### src/rsfi_pkg.sv
// Shared constants and types for the reset-source flag and initialisation block.
package rsfi_pkg;

  // System clock period in nanoseconds (100 MHz).
  localparam int unsigned CLK_PERIOD_NS  = 10;

  // Delay from an illegal control code to the reset, in nanoseconds.
  localparam int unsigned T_SRESET_NS    = 40000;
  // Delay in whole cycles, rounded up.
  localparam int unsigned SRESET_CYCLES  = (T_SRESET_NS + CLK_PERIOD_NS - 1) / CLK_PERIOD_NS;
  // Last count value of the delay counter.
  localparam logic [11:0] SRESET_LAST    = 12'(SRESET_CYCLES - 1);

  // Least low-supply duration that qualifies, in nanoseconds.
  localparam int unsigned T_UV_NS        = 120000;
  // Qualifying duration in whole cycles, rounded up.
  localparam int unsigned UV_CYCLES_DEF  = (T_UV_NS + CLK_PERIOD_NS - 1) / CLK_PERIOD_NS;

  // Register offsets on the software port.
  localparam logic [7:0] OFF_FLAGS     = 8'h00;
  localparam logic [7:0] OFF_RCTL      = 8'h01;
  localparam logic [7:0] OFF_VSEL      = 8'h02;
  localparam logic [7:0] OFF_FCT2      = 8'h03;
  localparam logic [7:0] OFF_STATUS    = 8'h04;
  localparam logic [7:0] OFF_IRQ_STAT  = 8'h05;
  localparam logic [7:0] OFF_IRQ_MASK  = 8'h06;
  localparam logic [7:0] OFF_PORT_DATA = 8'h07;
  localparam logic [7:0] OFF_PORT_DIR  = 8'h08;

  // Bit positions in the reset cause flags and the interrupt status.
  localparam int unsigned BIT_WDE   = 0;
  localparam int unsigned BIT_VSE   = 1;
  localparam int unsigned BIT_UVR   = 2;
  localparam int unsigned BIT_SRC   = 3;
  localparam int unsigned BIT_WAKE  = 4;
  // Bit positions in the status register.
  localparam int unsigned BIT_PDN   = 0;
  localparam int unsigned BIT_TO    = 1;

  // Values after reset and special codes.
  localparam logic [3:0] FLAGS_POR = 4'h0;
  localparam logic [4:0] IRQ_POR   = 5'h00;
  localparam logic [7:0] RCTL_POR  = 8'h55;
  localparam logic [7:0] RCTL_NOPA = 8'h55;
  localparam logic [7:0] RCTL_NOPB = 8'hAA;
  localparam logic [7:0] VSEL_POR  = 8'h66;
  localparam logic [7:0] VSEL_V1   = 8'h66;
  localparam logic [7:0] VSEL_V2   = 8'h55;
  localparam logic [7:0] VSEL_V3   = 8'h33;
  localparam logic [7:0] VSEL_V4   = 8'h99;
  localparam logic [7:0] VSEL_V5   = 8'hAA;
  localparam logic [7:0] VSEL_OFF  = 8'hF0;
  localparam logic [7:0] FCT2_POR  = 8'h00;
  localparam logic [7:0] PROG_MAGIC = 8'h55;
  localparam logic [7:0] PORT_POR  = 8'hFF;
  localparam int unsigned SP_W     = 3;
  localparam logic [2:0] SP_TOP    = 3'h7;
  localparam logic [2:0] SP_ZERO   = 3'h0;

  // One software access, write or read.
  typedef struct packed {
    logic       wr;
    logic       rd;
    logic [7:0] addr;
    logic [7:0] wdata;
  } rsfi_bus_req_t;

  // Causes that a pending or firing reset carries.
  typedef struct packed {
    logic rctl;
    logic uv;
    logic vse;
    logic wde;
    logic wdt;
    logic prog;
  } rsfi_cause_t;

  // Reset sequencer states.
  typedef enum logic [2:0] {
    RSFI_RUN  = 3'b001,
    RSFI_WAIT = 3'b010,
    RSFI_FIRE = 3'b100
  } rsfi_state_t;

  // True for a write to the given offset.
  function automatic logic rsfi_wr_hit(input rsfi_bus_req_t r, input logic [7:0] off);
    return r.wr && (r.addr == off);
  endfunction : rsfi_wr_hit

  // True for a read of the given offset.
  function automatic logic rsfi_rd_hit(input rsfi_bus_req_t r, input logic [7:0] off);
    return r.rd && (r.addr == off);
  endfunction : rsfi_rd_hit

endpackage : rsfi_pkg

### src/rsfi_top.sv
// Notes on behaviour
// - Qualified undervoltage sets its flag, kept through reset.
// - Cause flags sticky; only written zero or power-on clears.
// - Undefined voltage-select code sets its flag, resets.
// - Upper four flag bits read zero.
// - Writing 55H to flash control resets chip.
// - Running watchdog time-out sets time-out flag.
// - Sleeping time-out: clear PC, SP; set both.
// - Power-on clears both; undervoltage keeps; running watchdog sets time-out.
// - Reset disables every interrupt.
// - Reset loads port data and direction ones.
// - Reset points stack pointer at top.
// - Illegal reset-control value sets its flag.
// - Illegal reset-control value resets after delay.
`timescale 1ns/1ps
module rsfi_top #(
  parameter int unsigned UV_CYCLES = rsfi_pkg::UV_CYCLES_DEF
) (
  input  wire logic                     clock,
  input  wire logic                     rst,
  input  wire rsfi_pkg::rsfi_bus_req_t  bus_req,
  output logic [7:0]                    rdata,
  input  wire logic                     supply_low,
  input  wire logic                     wdt_timeout,
  input  wire logic                     wdt_ctrl_error,
  input  wire logic                     low_power,
  output logic                          device_reset,
  output logic                          periph_init,
  output logic                          pc_sp_clear,
  output logic [rsfi_pkg::SP_W-1:0]     stack_ptr,
  output logic [7:0]                    port_data,
  output logic [7:0]                    port_dir,
  output logic                          irq
);

  // Sequencer state.
  rsfi_pkg::rsfi_state_t state;       // Current sequencer state.
  rsfi_pkg::rsfi_state_t next_state;  // Next sequencer state.
  logic [11:0]           cnt;         // Delay counter for soft resets.
  logic [11:0]           next_cnt;    // Next delay count.
  rsfi_pkg::rsfi_cause_t cause;       // Causes carried by the pending reset.
  rsfi_pkg::rsfi_cause_t next_cause;  // Next causes.
  rsfi_pkg::rsfi_cause_t imm;         // Causes that reset at once.
  logic                  any_imm;     // Some immediate cause present.
  logic                  rctl_bad;    // Reset control holds an illegal value.
  logic                  vsel_level;  // Voltage select holds a defined level.
  logic                  vsel_bad;    // Voltage select holds an undefined code.
  logic                  uv_en;       // Undervoltage detector armed.
  logic                  uv_reset;    // Qualified undervoltage.
  logic                  ev_sleep;    // Watchdog time-out while in low power.

  // Software-visible registers.
  logic [3:0]            flags;            // Reset cause flags.
  logic [3:0]            next_flags;
  logic [7:0]            rctl;             // Reset control register.
  logic [7:0]            next_rctl;
  logic [7:0]            vsel;             // Voltage select register.
  logic [7:0]            next_vsel;
  logic [7:0]            fct2;             // Second flash control register.
  logic [7:0]            next_fct2;
  logic                  to;               // Time-out status flag.
  logic                  next_to;
  logic                  pdn;              // Power-down flag.
  logic                  next_pdn;
  logic [4:0]            irq_stat;         // Sticky interrupt status.
  logic [4:0]            next_irq_stat;
  logic [4:0]            irq_mask;         // Interrupt enables.
  logic [4:0]            next_irq_mask;
  logic [7:0]            next_port_data;
  logic [7:0]            next_port_dir;
  logic [rsfi_pkg::SP_W-1:0] next_stack_ptr;
  logic                  next_pc_sp_clear;
  logic                  next_periph_init;
  logic [7:0]            next_rdata;
  logic                  fire;             // Full device reset this cycle.

  // Duration filter on the asynchronous supply comparator.
  rsfi_uv_qualify #(
    .UV_CYCLES  (UV_CYCLES)
  ) u_uv (
    .clock      (clock),
    .rst        (rst),
    .supply_low (supply_low),
    .enable     (uv_en),
    .uv_reset   (uv_reset)
  );

  // Classify control codes and present events.
  always_comb begin
    rctl_bad   = (rctl != rsfi_pkg::RCTL_NOPA) && (rctl != rsfi_pkg::RCTL_NOPB);
    vsel_level = (vsel == rsfi_pkg::VSEL_V1) || (vsel == rsfi_pkg::VSEL_V2) ||
                 (vsel == rsfi_pkg::VSEL_V3) || (vsel == rsfi_pkg::VSEL_V4) ||
                 (vsel == rsfi_pkg::VSEL_V5);
    vsel_bad   = !vsel_level && (vsel != rsfi_pkg::VSEL_OFF);
    // The detector sleeps with the core, so low power disarms it.
    uv_en      = vsel_level && !low_power;
    imm        = '0;
    imm.uv     = uv_reset;
    imm.wde    = wdt_ctrl_error;
    imm.wdt    = wdt_timeout && !low_power;
    imm.prog   = rsfi_pkg::rsfi_wr_hit(bus_req, rsfi_pkg::OFF_FCT2) &&
                 (bus_req.wdata == rsfi_pkg::PROG_MAGIC);
    any_imm    = imm.uv || imm.wde || imm.wdt || imm.prog;
    ev_sleep   = wdt_timeout && low_power;
    fire       = (state == rsfi_pkg::RSFI_FIRE);
  end

  // Sequencer: immediate causes fire next cycle, illegal codes wait out the delay.
  always_comb begin
    next_state = state;
    next_cnt   = cnt;
    next_cause = cause;
    case (state)
      rsfi_pkg::RSFI_RUN: begin
        if (any_imm) begin
          next_state = rsfi_pkg::RSFI_FIRE;
          next_cause = imm;
        end else if (rctl_bad || vsel_bad) begin
          // Illegal value starts the delay.
          next_state      = rsfi_pkg::RSFI_WAIT;
          next_cnt        = 12'h000;
          next_cause      = '0;
          next_cause.rctl = rctl_bad;
          next_cause.vse  = vsel_bad;
        end
      end
      rsfi_pkg::RSFI_WAIT: begin
        // A repaired code does not cancel the pending reset.
        next_cnt        = cnt + 12'h001;
        next_cause.rctl = cause.rctl || rctl_bad;
        next_cause.vse  = cause.vse || vsel_bad;
        if (any_imm) begin
          next_state = rsfi_pkg::RSFI_FIRE;
          next_cause = next_cause | imm;
        end else if (cnt == rsfi_pkg::SRESET_LAST) begin
          next_state = rsfi_pkg::RSFI_FIRE;
        end
      end
      rsfi_pkg::RSFI_FIRE: begin
        next_state = rsfi_pkg::RSFI_RUN;
        next_cause = '0;
      end
      default: begin
        next_state = rsfi_pkg::RSFI_RUN;
        next_cause = '0;
      end
    endcase
  end

  // Sequencer registers.
  always_ff @(posedge clock) begin
    if (rst) begin
      state <= rsfi_pkg::RSFI_RUN;
      cnt   <= 12'h000;
      cause <= '0;
    end else begin
      state <= next_state;
      cnt   <= next_cnt;
      cause <= next_cause;
    end
  end

  // Register file: software writes first, then hardware sets and reset loads on top.
  always_comb begin
    next_flags       = flags;
    next_rctl        = rctl;
    next_vsel        = vsel;
    next_fct2        = fct2;
    next_to          = to;
    next_pdn         = pdn;
    next_irq_stat    = irq_stat;
    next_irq_mask    = irq_mask;
    next_port_data   = port_data;
    next_port_dir    = port_dir;
    next_stack_ptr   = stack_ptr;
    next_pc_sp_clear = 1'b0;
    next_periph_init = fire;
    // Writing zero clears a flag, writing one keeps it.
    if (rsfi_pkg::rsfi_wr_hit(bus_req, rsfi_pkg::OFF_FLAGS)) begin
      next_flags = flags & bus_req.wdata[3:0];
    end
    // Interrupt status clears by writing one.
    if (rsfi_pkg::rsfi_wr_hit(bus_req, rsfi_pkg::OFF_IRQ_STAT)) begin
      next_irq_stat = irq_stat & ~bus_req.wdata[4:0];
    end
    // Other writes are lost in the reset cycle, which reloads those registers, except vsel when an undervoltage keeps it.
    if (!fire) begin
      if (rsfi_pkg::rsfi_wr_hit(bus_req, rsfi_pkg::OFF_RCTL)) begin
        next_rctl = bus_req.wdata;
      end
      if (rsfi_pkg::rsfi_wr_hit(bus_req, rsfi_pkg::OFF_VSEL)) begin
        next_vsel = bus_req.wdata;
      end
      if (rsfi_pkg::rsfi_wr_hit(bus_req, rsfi_pkg::OFF_FCT2)) begin
        next_fct2 = bus_req.wdata;
      end
      if (rsfi_pkg::rsfi_wr_hit(bus_req, rsfi_pkg::OFF_IRQ_MASK)) begin
        next_irq_mask = bus_req.wdata[4:0];
      end
      if (rsfi_pkg::rsfi_wr_hit(bus_req, rsfi_pkg::OFF_PORT_DATA)) begin
        next_port_data = bus_req.wdata;
      end
      if (rsfi_pkg::rsfi_wr_hit(bus_req, rsfi_pkg::OFF_PORT_DIR)) begin
        next_port_dir = bus_req.wdata;
      end
      // Sleeping time-out wakes the core without a full reset.
      if (ev_sleep) begin
        next_to          = 1'b1;
        next_pdn         = 1'b1;
        next_stack_ptr   = rsfi_pkg::SP_ZERO;
        next_pc_sp_clear = 1'b1;
        next_irq_stat[rsfi_pkg::BIT_WAKE] = 1'b1;
      end
    end else begin
      // Full reset reloads ports, controls and enables.
      next_rctl      = rsfi_pkg::RCTL_POR;
      next_fct2      = rsfi_pkg::FCT2_POR;
      next_irq_mask  = rsfi_pkg::IRQ_POR;
      next_port_data = rsfi_pkg::PORT_POR;
      next_port_dir  = rsfi_pkg::PORT_POR;
      next_stack_ptr = rsfi_pkg::SP_TOP;
      // An undervoltage without a vse, wdt or rctl cause keeps the chosen level.
      if (!cause.uv || cause.vse || cause.wdt || cause.rctl) begin
        next_vsel = rsfi_pkg::VSEL_POR;
      end
      // Undervoltage leaves both status flags alone.
      if (cause.wdt) begin
        next_to = 1'b1;
      end
      // Sets come after the clear above, so they win.
      next_flags[rsfi_pkg::BIT_SRC] = next_flags[rsfi_pkg::BIT_SRC] | cause.rctl;
      next_flags[rsfi_pkg::BIT_UVR] = next_flags[rsfi_pkg::BIT_UVR] | cause.uv;
      next_flags[rsfi_pkg::BIT_VSE] = next_flags[rsfi_pkg::BIT_VSE] | cause.vse;
      next_flags[rsfi_pkg::BIT_WDE] = next_flags[rsfi_pkg::BIT_WDE] | cause.wde;
      next_irq_stat[3:0] = next_irq_stat[3:0] | {cause.rctl, cause.uv, cause.vse, cause.wde};
    end
  end

  // Read data stand in the cycle after the strobe; unmapped offsets read zero.
  always_comb begin
    next_rdata = 8'h00;
    if (bus_req.rd) begin
      case (bus_req.addr)
        rsfi_pkg::OFF_FLAGS:     next_rdata = {4'h0, flags};
        rsfi_pkg::OFF_RCTL:      next_rdata = rctl;
        rsfi_pkg::OFF_VSEL:      next_rdata = vsel;
        rsfi_pkg::OFF_FCT2:      next_rdata = fct2;
        rsfi_pkg::OFF_STATUS:    next_rdata = {6'h00, to, pdn};
        rsfi_pkg::OFF_IRQ_STAT:  next_rdata = {3'h0, irq_stat};
        rsfi_pkg::OFF_IRQ_MASK:  next_rdata = {3'h0, irq_mask};
        rsfi_pkg::OFF_PORT_DATA: next_rdata = port_data;
        rsfi_pkg::OFF_PORT_DIR:  next_rdata = port_dir;
        default:                 next_rdata = 8'h00;
      endcase
    end
  end

  // Register file flip-flops; the power-on reset is the only one that clears flags.
  always_ff @(posedge clock) begin
    if (rst) begin
      flags       <= rsfi_pkg::FLAGS_POR;
      rctl        <= rsfi_pkg::RCTL_POR;
      vsel        <= rsfi_pkg::VSEL_POR;
      fct2        <= rsfi_pkg::FCT2_POR;
      to          <= 1'b0;
      pdn         <= 1'b0;
      irq_stat    <= rsfi_pkg::IRQ_POR;
      irq_mask    <= rsfi_pkg::IRQ_POR;
      port_data   <= rsfi_pkg::PORT_POR;
      port_dir    <= rsfi_pkg::PORT_POR;
      stack_ptr   <= rsfi_pkg::SP_TOP;
      pc_sp_clear <= 1'b0;
      periph_init <= 1'b1;
      rdata       <= 8'h00;
    end else begin
      flags       <= next_flags;
      rctl        <= next_rctl;
      vsel        <= next_vsel;
      fct2        <= next_fct2;
      to          <= next_to;
      pdn         <= next_pdn;
      irq_stat    <= next_irq_stat;
      irq_mask    <= next_irq_mask;
      port_data   <= next_port_data;
      port_dir    <= next_port_dir;
      stack_ptr   <= next_stack_ptr;
      pc_sp_clear <= next_pc_sp_clear;
      periph_init <= next_periph_init;
      rdata       <= next_rdata;
    end
  end

  // Reset strobe straight from the full compare of the state with RSFI_FIRE.
  assign device_reset = fire;
  // Level interrupt while any enabled status bit stands.
  assign irq = |(irq_stat & irq_mask);

  a_uv_flag: assert property (@(posedge clock) disable iff (rst)
    (uv_reset && !fire) |=> device_reset ##1 flags[rsfi_pkg::BIT_UVR])
    else $error("undervoltage did not reset and set its flag");

  a_flag_sticky: assert property (@(posedge clock) disable iff (rst)
    $fell(flags[rsfi_pkg::BIT_VSE]) |->
      $past(rsfi_pkg::rsfi_wr_hit(bus_req, rsfi_pkg::OFF_FLAGS) && !bus_req.wdata[rsfi_pkg::BIT_VSE]))
    else $error("cause flag fell without a zero write");

  a_vsel_flag: assert property (@(posedge clock) disable iff (rst)
    (fire && cause.vse) |=> flags[rsfi_pkg::BIT_VSE] && (vsel == rsfi_pkg::VSEL_POR))
    else $error("voltage select error not recorded");

  a_upper_zero: assert property (@(posedge clock) disable iff (rst)
    rsfi_pkg::rsfi_rd_hit(bus_req, rsfi_pkg::OFF_FLAGS) |=> (rdata[7:4] == 4'h0) && (rdata[3:0] == flags))
    else $error("flag read shows wrong bits");

  a_prog_reset: assert property (@(posedge clock) disable iff (rst)
    (imm.prog && !fire) |=> device_reset ##1 (fct2 == rsfi_pkg::FCT2_POR))
    else $error("flash control magic write did not reset");

  a_wdt_run: assert property (@(posedge clock) disable iff (rst)
    (wdt_timeout && !low_power && !fire) |=> device_reset ##1 (to && periph_init))
    else $error("running time-out did not reset and set flag");

  a_wdt_sleep: assert property (@(posedge clock) disable iff (rst)
    (ev_sleep && !fire) |=> pc_sp_clear && to && pdn && (stack_ptr == rsfi_pkg::SP_ZERO))
    else $error("sleeping time-out handled wrongly");

  a_por_state: assert property (@(posedge clock) disable iff (rst)
    $fell(rst) |-> !to && !pdn && (flags == rsfi_pkg::FLAGS_POR) && (irq_mask == rsfi_pkg::IRQ_POR))
    else $error("power-on state wrong");

  a_init_load: assert property (@(posedge clock) disable iff (rst)
    device_reset |=> (port_data == rsfi_pkg::PORT_POR) && (port_dir == rsfi_pkg::PORT_POR) &&
      (stack_ptr == rsfi_pkg::SP_TOP) && !irq && periph_init)
    else $error("reset did not initialise ports, stack or interrupts");

  a_rctl_wait: assert property (@(posedge clock) disable iff (rst)
    (state == rsfi_pkg::RSFI_RUN && rctl_bad && !any_imm) |=> (state == rsfi_pkg::RSFI_WAIT) [*8])
    else $error("illegal reset control not delayed");

  a_set_wins: assert property (@(posedge clock) disable iff (rst)
    (fire && cause.rctl) |=> flags[rsfi_pkg::BIT_SRC])
    else $error("reset control flag lost");

endmodule : rsfi_top

### src/rsfi_uv_qualify.sv
`timescale 1ns/1ps
// Synchronises the supply comparator and asks for a reset only after it stays low long enough.
module rsfi_uv_qualify #(
  parameter int unsigned UV_CYCLES = rsfi_pkg::UV_CYCLES_DEF
) (
  input  wire logic clock,
  input  wire logic rst,
  input  wire logic supply_low,
  input  wire logic enable,
  output logic      uv_reset
);
  // Last value of the duration counter.
  localparam logic [15:0] LAST = 16'(UV_CYCLES - 1);

  logic [2:0]  sync;         // Three-stage synchroniser, stage 0 first.
  logic        stable;       // Accepted comparator level.
  logic        next_stable;  // Next accepted level.
  logic [15:0] count;        // Cycles of qualified low supply.
  logic [15:0] next_count;   // Next count.
  logic        next_uv;      // Next reset request.

  // A level change is accepted only when stages two and three agree, so a glitch is dropped.
  always_comb begin
    next_stable = stable;
    next_count  = 16'h0000;
    next_uv     = 1'b0;
    if (sync[1] == sync[2]) begin
      next_stable = sync[2];
    end
    // Short dips restart the count and never reset the chip.
    if (enable && stable) begin
      if (count == LAST) begin
        next_count = count;
        next_uv    = 1'b1;
      end else begin
        next_count = count + 16'h0001;
      end
    end
  end

  // Registers only.
  always_ff @(posedge clock) begin
    if (rst) begin
      sync     <= 3'h0;
      stable   <= 1'b0;
      count    <= 16'h0000;
      uv_reset <= 1'b0;
    end else begin
      sync     <= {sync[1:0], supply_low};
      stable   <= next_stable;
      count    <= next_count;
      uv_reset <= next_uv;
    end
  end

endmodule : rsfi_uv_qualify

### config.mk
export PLATFORM = sky130hd
export DESIGN_NAME = rsfi_top
export DESIGN_NICKNAME = d
export VERILOG_FILES = /design/src/rsfi_pkg.sv /design/src/rsfi_top.sv /design/src/rsfi_uv_qualify.sv
export SDC_FILE = /design/constraint.sdc
export NUM_CORES = 1
export LEC_CHECK = 0
export BUFFER_PORTS_ARGS = -buffer_cell sky130_fd_sc_hd__buf_2
export CAP_MARGIN = 5
export CORE_ASPECT_RATIO = 1.5
export CORE_MARGIN = 2
export CORE_UTILIZATION = 53
export CTS_CLUSTER_DIAMETER = 200
export DETAILED_ROUTE_END_ITERATION = 6
export PLACE_DENSITY = 0.83
export SLEW_MARGIN = 10
export SYNTH_ARGS = -nofsm -noshare
export SYNTH_HDL_FRONTEND = slang
export SYNTH_SLANG_ARGS = --single-unit
### constraint.sdc
create_clock -name clock -period 2.6 [get_ports clock]
set_clock_uncertainty 0.15 [all_clocks]
set_input_delay 0.13 -clock clock [delete_from_list [all_inputs] [get_ports clock]]
set_output_delay 0.13 -clock clock [all_outputs]
set_load 0.05 [all_outputs]
Word level (Yosys, flattened, before mapping):

Index checks and enable logic that the tools add are counted.

* muxes and demuxes: 27
* reductions and logical operators: 45
* bitwise gates (word level): 13
* equal/unequal tests: 30
* add/subtract/negate cells: 2

Operators with widths (number)
* $pmux 8 s9: 1
* $eq 8x3->1 const B: 4
* $eq 8x7->1 const B: 3
* $mux 12: 2
* $mux 8: 3
* $pmux 12 s2: 1
* $mux 6: 3
* $add 16x1->16 const B: 1
* $eq 16x14->1 const B: 1
* $eq 8x2->1 const B: 2
* $eq 8x8->1 const B: 2
* $ne 8x8->1 const B: 2
* $logic_and 1x1->1: 15
* $logic_or 1x1->1: 13
* $add 12x1->12 const B: 1
* $eq 12x12->1 const B: 1
* $mux 3: 4
* $mux 4: 3
* $pmux 6 s2: 1
* $and 5x5->5: 2
* $reduce_and 2->1: 5
* $eq 8x1->1 const B: 1
* $eq 8x4->1 const B: 1
* $eq 8x6->1 const B: 1
* other kinds (23): 44

* register bits: 111
* output and inout port bits: 31

Longest topological paths before layout:

Gate-level depths: netlist of the first run.

* word-level depth: 11
* mapped depth: 7

Hierarchy:

Synthesis of the first run repeated with hierarchy kept, for this count alone.

* cell total of the unflattened synthesis: 562
* area, all modules: 5081.1 sq um

By module, submodules not included
* rsfi_top: area each 4155.2 sq um, times used 1, cells an instance 460
* rsfi_uv_qualify: area each 925.9 sq um, times used 1, cells an instance 102

Least setup slack after synthesis of the first run:

Ideal clock, no wire load.

* path kind: reg-to-reg
* start point: register state[0]
* end point: register cnt[2]
* arrival: 1.673 ns
* library setup time: 0.117 ns
* clock period less this slack: 1.939 ns
* setup slack: 0.661 ns
* data required time: 2.333 ns
* path buffers: 1
* stages on the path, launching flop included: 7
* path through: dfxtp_1 or3b_1 nor4_2 o21ai_2 o21a_1 buf_4 a22o_1

* cells in the longest elaborated chain, start to end: 3
* elaborated cells between the ends (all ways): 7

Ends and longest elaborated chain
* start: declaration: line rsfi_top.sv:37 `rsfi_pkg::rsfi_state_t state;`
* start signal: assignment: line rsfi_top.sv:153 `state <= rsfi_pkg::RSFI_RUN;`
* start signal: assignment: line rsfi_top.sv:157 `state <= next_state;`
* $eq 3x1->1 or $eq 3x2->1 (tied branches): line rsfi_top.sv:113 `case (state)`
* $ne 2x2->1 (no line) or $reduce_bool 2->1 (tied branches)
* $reduce_and 3->1 (no line)
* end signal: assignment: line rsfi_top.sv:158 `cnt <= next_cnt;`
* end: declaration: line rsfi_top.sv:39 `logic [11:0] cnt;`

Parallel ways exist; a longest one is shown, timed or not.
A chain may end at the register's enable or synchronous reset.

Final worst setup path of the first run:

* start point: register state[2]
* end point: register cnt[8]

Same word-level chain as after synthesis.

==> results of run 1 <==
-- cell usage after synthesis (3+ instances only) --
master / instances
a211oi_1: 3
a21o_1: 4
a21oi_1: 28
a221o_1: 3
a222oi_1: 4
a22o_1: 8
a22oi_1: 9
and2_1: 7
and3_1: 7
and4_1: 4
buf_2: 4
buf_4: 4
clkbuf_1: 18
dfxtp_1: 108
inv_1: 11
mux2_2: 3
mux2i_1: 24
nand2_1: 65
nand2b_1: 6
nand3_1: 22
nand4_1: 10
nand4bb_1: 3
nor2_1: 57
nor2b_1: 8
nor3_1: 20
nor4bb_1: 12
o211ai_1: 12
o211ai_2: 5
o21a_1: 3
o21ai_0: 7
o21ai_1: 16
o21bai_1: 4
o31ai_1: 4
or3_1: 4
xnor2_1: 10
xor2_1: 11
-- registers in the layout, summed over array words and instances (netlist names), 3 cells and up --
register,count
irq_mask,5
cause,5
irq_stat,5
u_uv.count,16
cnt,12
port_data,8
flags,4
port_dir,8
vsel,8
u_uv.sync,3
state,3
rctl,8
rdata,8
fct2,8
-- metal layers --
metal | track usage | vias up | part of all wire
met5 | 0 | - | 0
met4 | 0.1639 | 0 | 0.050
met3 | 0.04673 | 57 | 0.049
met2 | 0.4733 | 170 | 0.52
met1 | 0.2595 | 2163 | 0.38
li1 | - | 2183 | -
-- area by class of cell --
type	count	area share
Clock inverter	7	0.01014
Clock buffer	9	0.03884
Inverter	12	0.007769
Timing Repair Buffer	78	0.08330
Tap cell	112	0.02417
Sequential cell	108	0.3729
Multi-Input combinational cell	418	0.4629
-- worst paths after layout --
check / startpoint / end / slack [ns]
max: state[2] / cnt[8] / 0.48
min: low_power / irq_stat[4] / 0.01
max reg2reg: state[2] / cnt[8] / 0.48
min reg2reg: u_uv.sync[0] / u_uv.sync[1] / 0.29
-- worst max-delay path, delay by kind of cell (launching register included) --
kind,cells,cell delay [ns]
compound gates,3,0.79
flops,1,0.38
simple gates,2,0.69
-- where the power goes --
group	internal [uW]	switching (uW)	leakage (uW)	total [uW]
clock	667	643	0.000144	1310
sequential	1670	16.4	0.000874	1690
combinational	87.4	163	0.00135	251
total	2430	823	0.00237	3250
-- stage by stage --
| stage | hold slack, ns | cell area, sq um |
|---|---|---|
| after floorplan | 0.1051 | 5012 |
| after global placement | 0.1910 | 5384 |
| after detailed placement | 0.1990 | 5384 |
| after CTS | 0.005526 | 5798 |
| after global routing | 0.04215 | 5798 |
| final | 0.01345 | 5798 |
-- what timing repair did --
action / 4_1_cts / 5_1_grt
endpoints found under the hold margin: 21 / 0
gates resized for setup: 0 / 0
hold buffers: 13 / 0
-- cell families (layout without fill, tap and decap cells) --
kind of cell / count (synthesis) / count (layout)
buf+inv: 39 / 106
simple gates: 244 / 244
flops: 108 / 108
xor+xnor: 21 / 21
mux: 27 / 27
fa+ha+maj: 2 / 2
compound gates: 124 / 124
==> flow_summary.yaml, run 1 <==
min_path:
  hold_class: "input port to register"
  hold_path_depth: 3
timing:
  period_needed_ns: 2.118
  slew-limit-headroom: 0.4541
  finalCritPeriodShare: 0.8145
  worst_pin_slew_ns: 0.8083
  final_hold_viol_count: 0
  tns_ns: 0
  max_freq_ghz: 0.4722
  rsz0062_at_grt: "no"
  slew_violations: 0
  fin_ws_ns: 0.4823
  setup_viol: 0
global_routing:
  grt_max_degree: 23
  grt_use_total: 0.2539
  grt_overflow: 0
  antenna_found_initial: 0
  grt_pass1_wl_um: 20750
  grt_pass1_vias: 4404
routing:
  remaining_drc_errors: 0
  drt-total-wl_um: 12630
  drt_pass1_iterations: 5
  vias: 4573
  via_per_inst: 6.147
  ant_nets: 0
  drt_iter0_drc: 325
  wl_per_cell_um: 16.97
synth:
  synth_compound_area_frac: 0.1745
  ys_types: 65
  yosys.area_share.simple: 0.2646
  synth_top_family_by_area: "simple AND/OR/NAND/NOR gates"
  synthesis.nets: 591
  syn_inst: 565
  ys_warn_count: 0
  synth_area_leaders: "dfxtp_1, nand2_1, mux2i_1, nor2_1, a21oi_1"
  ys_seq_area_frac: 0.4314
  synthesis.area_sq_mm: 0.005012
  synth_xor_area_frac: 0.03669
  synth_adder_area_share: 0.004993
  synth_mux_area_frac: 0.05467
  synthArstFlopShare: 0
  synth_edf_count: 0
  yosys.area.top_type_share: 0.4314
  ys_ff_latch: 108
  avgSynthCellArea_sq_um: 8.871
  synth_top_cell_by_area: "dfxtp_1"
  ys_dominant_reg_cell: "dfxtp_1"
finish:
  drive_above_1_share: 0.1630
  syn_to_final_growth_pct: 15.68
  final_nets: 653
  num-fill-cells: 759
  fin_cells: 744
  fin_util: 0.6302
  final-seq-area_sq_mm: 0.002162
  mostFrequentLayoutCells: "dfxtp_1, nand2_1, nor2_1"
  final_common_cell: "dfxtp_1"
  antenna_cells: 0
  multi_input_area_sq_mm: 0.002684
worst_setup_path:
  cpMaxStageDelayCell: "or3b_1"
  rr_worst_depth: 5
  cp.arrival_ns: 2.21
  required_ns: 2.69
  path_max_fanout: 11
  start_kind: "register"
  path_class: "register to register"
  max_stage_delay_ns: 0.44
  cp_cell_sequence: "or3b_1, nor4_2, o21ai_2, o21a_1, a211o_1"
  cp-end-kind: "register"
pwr:
  p_leak_uw: 0.002369
  p_per_area_mw_per_mm2: 560.3
  p_total_uw: 3249
  ir_drop_uv: 393.4
clock_tree:
  cts_setup_buffers: 0
  cts_tree: "built"
  cts.htree.levels: 3
  numCtsBuffers: 9
  cts_buffer_depth: 2
  clk-insertion-delay-late_ns: 0.35
  cts.reportedPaths.clkPinSlew_ns: 0.07
  cts.sinks: 108
  cts-root-buf: "clkbuf_16"
placement:
  place.gp.congestion: 0.9186
  port_buffers: 54
  dp_slack_ns: 0.4809
  hpwlAfterDp_um: 9431
  place_inst: 715
floorplanning:
  start_util: 0.5448
  core_area_sq_mm: 0.009200
  die_y_um: 123.1
  ios: 55
  die_w_um: 83.40
  fp.dieArea_sq_mm: 0.01027
  rows: 43
status:
  status: "finished, final reports clean"
flow_run:
  drv_cap: 0
No activity file was read; power rests on OpenSTA's default activity.
==> inputs of run 2 (changes only) <==
PLACE_DENSITY = 0.86   (was 0.83)
clock period = 1.94 ns   (was 2.6 ns; I/O delays follow)
==> run 2 against run 1 <==
Effect of this change: maximum frequency is 9.6% higher; setup slack worse by 0.47 ns; via count is 4.2% higher.
==> flow_summary.yaml, run 2 (same netlist as run 1, synthesis figures left out) <==
clock_tree:
  cts-root-buf: "clkbuf_16"
  cts_buffer_depth: 2
  cts_tree: "built"
  cts.reportedPaths.clkPinSlew_ns: 0.07
  numCtsBuffers: 9
  cts.sinks: 108
  clk-insertion-delay-late_ns: 0.35
  cts.htree.levels: 3
floorplanning:
  core_area_sq_mm: 0.009200
  fp.dieArea_sq_mm: 0.01027
  start_util: 0.5448
  rows: 43
  die_y_um: 123.1
  die_w_um: 83.40
  ios: 55
finish:
  mostFrequentLayoutCells: "dfxtp_1, nand2_1, nor2_1"
  final_nets: 682
  largestRegisters: "u_uv.count: 16 flops, cnt: 12 flops"
  final_common_cell: "dfxtp_1"
  largest_reg_flops: 16
  fin_cells: 773
  antenna_cells: 0
  fin_util: 0.6733
  design_area_sq_mm: 0.006195
  syn_to_final_growth_pct: 23.59
  max_flop_register: "u_uv.count"
  drive_above_1_share: 0.2405
routing:
  wl_per_cell_um: 17.96
  drt-total-wl_um: 13890
  wl_met3_um: 636
  via_per_inst: 6.164
  drt_iter0_drc: 250
  wl_met1_um: 5187
  wl_met2_um: 7302
  ant_nets: 0
  remaining_drc_errors: 0
  vias: 4765
  routed.top_layer: "met4"
  drt_pass1_iterations: 5
timing:
  worst_hold_slack_ns: 0.03184
  slew_violations: 0
  period_needed_ns: 1.933
  final_hold_viol_count: 0
  slew-limit-headroom: 0.6422
  finalCritPeriodShare: 0.9962
  setup_viol: 0
  worst_pin_slew_ns: 0.5355
  max_freq_ghz: 0.5174
  rsz0062_at_grt: "yes"
pwr:
  seq_power_share: 0.510
  switching_share: 0.2434
  p_comb_frac: 0.091
  p_int_uw: 3343
  p_leak_uw: 0.002597
  power.share.clock: 0.399
  ir_drop_uv: 546.9
  p_per_area_mw_per_mm2: 713.2
  p_total_uw: 4418
  netSwitchingPower_uw: 1075
worst_setup_path:
  start_kind: "register"
  r2r-end: "cause[4]"
  cp.arrival_ns: 2.06
  crit_buf_inv: 0
  max_stage_delay_ns: 0.50
  cp.depth: 5
  reg2reg_from: "rctl[1]"
  r2r_slack_ns: 0.007
  rr_worst_depth: 5
  path_max_fanout: 4
  cp-end-kind: "register"
  cpMaxStageDelayCell: "or4b_4"
  path_class: "register to register"
  required_ns: 2.07
  cp_cell_sequence: "nor4bb_1, nand2_1, a22oi_2, or4b_4, o21ai_1"
  critical-path-top-delay-family: "simple AND/OR/NAND/NOR gates"
global_routing:
  grt_use_total: 0.2696
  antenna_found_initial: 0
  grt_pass1_vias: 4733
  grt_overflow: 0
  grt_max_degree: 24
  grt_pass1_wl_um: 22110
min_path:
  hold_class: "input port to register"
  hp-start: "bus_req[5]"
  hold_path_depth: 4
  worst_hold_path.endpoint: "port_data[5]"
placement:
  place_inst: 742
  postPlaceCellArea_sq_mm: 0.005587
  place.gp.congestion: 0.9219
  port_buffers: 54
  hpwlAfterDp_um: 10170
flow_run:
  drv_cap: 0
status:
  status: "finished, final reports clean"
run 2: cell count changes in the layout (fill, tap and decap cells not counted), sizes merged:
| cell | before | now |
|---|---|---|
| clkbuf | 9 | 12 |
| inv | 15 | 13 |
| clkinv | 4 | 3 |
| dlygate4sd3 | 13 | 12 |
| buf | 65 | 95 |
run 2: repair_timing:
item / 4_1_cts / 5_1_grt
resized for setup: 20 / 18
endpoints found under the hold margin: 23 / 0
buffers inserted: 2 / 1
hold buffers: 12 / 0
pin swaps: 3 / 4
setup endpoints to repair: 15 / 13
cloned: 0 / 0
run 2: tightest hold or removal path: stages:
cell and delay [ns]:
buf_2 0.10, buf_4 0.16, mux2i_1 0.08, nand2_1 0.06
run 2: layout make-up:
cell class	instances	area, sq um
inverters	12	45.04
repair buffers	107	710.7
multi-input cells	418	2826
clock buffers	12	256.5
well taps	112	140.1
clock inverters	4	31.28
fillers	736	3005
flip-flops and latches	108	2185
run 2: per-layer routing:
| layer | up-vias | global-route usage |
|---|---|---|
| li1 | 2229 | - |
| met4 | 0 | 0.1926 |
| met3 | 56 | 0.04606 |
| met5 | - | 0 |
| met2 | 194 | 0.5096 |
| met1 | 2286 | 0.2643 |
run 2: power groups by stage:
| stage | clock network [uW] | registers (uW) | logic (uW) |
|---|---|---|---|
| finish | 1760 | 2250 | 400 |
| global route | 1860 | 2260 | 427 |
| floorplan | 0 | 2330 | 192 |
| CTS | 1780 | 2260 | 390 |
| global placement | 0 | 2310 | 340 |
| detailed placement | 0 | 2310 | 348 |
run 2: metrics by stage:
stage	TNS [ns]	setup WS, ns
6_report	0	0.007386
5_1_grt	-0.06098	-0.02537
4_1_cts	0	0.006665
3_5_place_dp	-0.7684	-0.1707
3_3_place_gp	-0.1111	-0.06820
2_1_floorplan	0	0.0006337
run 2: worst max-delay path by stage:
stage / end / from / slack (ns)
6_report: cause[4] / rctl[1] / 0.007
5_1_grt: cause[1] / vsel[5] / -0.03
3_3_place_gp: cnt[8] / state[0] / -0.07
2_1_floorplan: cnt[2] / state[0] / 0.0006
4_1_cts: cnt[9] / state[1] / 0.007
3_5_place_dp: cnt[8] / state[0] / -0.17
==> inputs of run 3 (changes only) <==
PLACE_DENSITY = 0.83   (was 0.86)
clock period = 2 ns   (was 1.94 ns; I/O delays follow)
==> run 3 against run 2 <==
Effect of this change: sequential power is 3% lower; core utilization is 1.8 points lower; global-route usage is 0.36 points lower; via count is 1.9% lower; routed wire length is 2.9% lower; sequential share of layout area is 0.76 points higher; largest cell class unchanged; clock power is 6% lower; hold slack worse by 0.014 ns; critical path depth stayed put; first-iteration DRC count is 41% higher; setup slack better by 0.0041 ns.
==> flow_summary.yaml, run 3 (same netlist as run 1, synthesis figures left out) <==
floorplanning:
  rows: 43
  core_area_sq_mm: 0.009200
  ios: 55
  die_y_um: 123.1
  fp.dieArea_sq_mm: 0.01027
  start_util: 0.5448
  die_w_um: 83.40
global_routing:
  grtUsageMet3: 0.03605
  grt_max_degree: 35
  grt_overflow: 0
  grt_pass1_vias: 4566
  antenna_found_initial: 0
  met1_usage: 0.2747
  use_met2: 0.4919
  gr-max-usage-layer: "met2"
  grt_use_total: 0.2660
  grt_pass1_wl_um: 21570
worst_setup_path:
  r2r-end: "cause[1]"
  critPathCapture: "cause[1]"
  rr_worst_depth: 5
  cp.depth: 5
  critical-path-top-delay-family: "simple AND/OR/NAND/NOR gates"
  r2r_slack_ns: 0.01
  required_ns: 2.14
  startpoint: "vsel[7]"
  cp_cell_sequence: "nor4bb_1, o22ai_1, a22oi_2, or4b_4, o21ai_1"
  path_class: "register to register"
  cp.arrival_ns: 2.13
  path_max_fanout: 6
  cpMaxStageDelayCell: "or4b_4"
  max_stage_delay_ns: 0.50
  crit_buf_inv: 0
  reg2reg_from: "vsel[7]"
  cp-end-kind: "register"
  start_kind: "register"
pwr:
  ir_drop_uv: 525.5
  p_comb_frac: 0.088
  p_int_uw: 3186
  power.share.clock: 0.394
  netSwitchingPower_uw: 1036
  seq_power_share: 0.519
  p_per_area_mw_per_mm2: 699.9
  p_leak_uw: 0.002484
  switching_share: 0.2453
clock_tree:
  numCtsBuffers: 9
  cts.htree.levels: 3
  cts-root-buf: "clkbuf_16"
  cts_tree: "built"
  cts_buffer_depth: 2
  cts.reportedPaths.clkPinSlew_ns: 0.07
  cts.sinks: 108
  clk-insertion-delay-late_ns: 0.36
timing:
  worst_pin_slew_ns: 0.8404
  final_hold_viol_count: 0
  slew_violations: 0
  slew-limit-headroom: 0.4324
  setup_viol: 0
  rsz0062_at_grt: "yes"
  finalCritPeriodShare: 0.9942
  max_freq_ghz: 0.5029
  period_needed_ns: 1.988
  tns_ns: 0
routing:
  vias: 4675
  drt-total-wl_um: 13480
  drt_iter0_drc: 353
  wl_per_cell_um: 17.63
  remaining_drc_errors: 0
  drt_pass1_iterations: 6
  via_per_inst: 6.111
  ant_nets: 0
finish:
  design_area_sq_mm: 0.006033
  mostFrequentLayoutCells: "dfxtp_1, nand2_1, nor2_1"
  fin_util: 0.6558
  final_common_cell: "dfxtp_1"
  max_flop_register: "u_uv.count"
  largestRegisters: "u_uv.count: 16 flops, cnt: 12 flops"
  num-fill-cells: 752
  drive_above_1_share: 0.2144
  antenna_cells: 0
  syn_to_final_growth_pct: 20.37
  final_nets: 675
  largest_reg_flops: 16
status:
  status: "finished, final reports clean"
placement:
  port_buffers: 54
  place.gp.congestion: 0.9392
  hpwlAfterDp_um: 9878
  postPlaceCellArea_sq_mm: 0.005519
flow_run:
  drv_cap: 0
min_path:
  hold_class: "input port to register"
run 3: what timing repair did:
item	in CTS	in global routing
pin swaps	0	1
hold buffers	15	0
setup buffers	0	2
setup endpoints to repair	4	7
resized for setup	3	17
gates cloned	0	0
endpoints found under the hold margin	33	0
run 3: worst reg2reg max path, stage by stage (launching register included):
cell      delay, ns
dfxtp_1        0.43
nor4bb_1       0.30
o22ai_1        0.17
a22oi_2        0.24
or4b_4         0.51
o21ai_1        0.13
run 3: worst min path at each step:
stage	startpoint	end	slack (ns)	depth (start not counted)
2_1_floorplan	bus_req[5]	port_data[5]	0.08	2
3_3_place_gp	supply_low	u_uv.sync[0]	0.16	2
3_5_place_dp	supply_low	u_uv.sync[0]	0.17	2
4_1_cts	bus_req[11]	rdata[6]	0.03	4
5_1_grt	bus_req[11]	rdata[6]	0.07	4
6_report	low_power	to	0.02	5
run 3: stage by stage:
stage | setup slack, ns | std cells | total power, uW | hold slack (ns)
floorplan | 0.06063 | 565 | 2443 | 0.07511
global placement | 0.06329 | 733 | 2567 | 0.1586
detailed placement | 0.004417 | 733 | 2576 | 0.1677
CTS | 0.02490 | 763 | 4237 | 0.02582
global route | -0.1018 | 765 | 4350 | 0.06813
finish | 0.01152 | 765 | 4222 | 0.01829
run 3: power groups by stage:
stage                     combinational, uW  clock, uW  sequential (uW)
after global routing                    395       1760             2190
after detailed placement                336          0             2240
after CTS                               359       1690             2190
after floorplan                         186          0             2260
after global placement                  329          0             2240
final                                   370       1660             2190
run 3: area by class of cell:
cell class                      count  area, sq um  share of cell area
Inverter                           12        45.04            0.007466
Clock inverter                      5        36.28            0.006014
Tap cell                          112        140.1             0.02323
Sequential cell                   108         2173              0.3602
Clock buffer                       10        239.0             0.03961
Timing Repair Buffer              100        653.1              0.1083
Multi-Input combinational cell    418         2746              0.4552
run 3: layer usage:
layer,up-vias,part of all wire
li1,2219,-
met1,2211,0.37
met2,182,0.52
met3,63,0.051
met4,0,0.057
met5,-,0
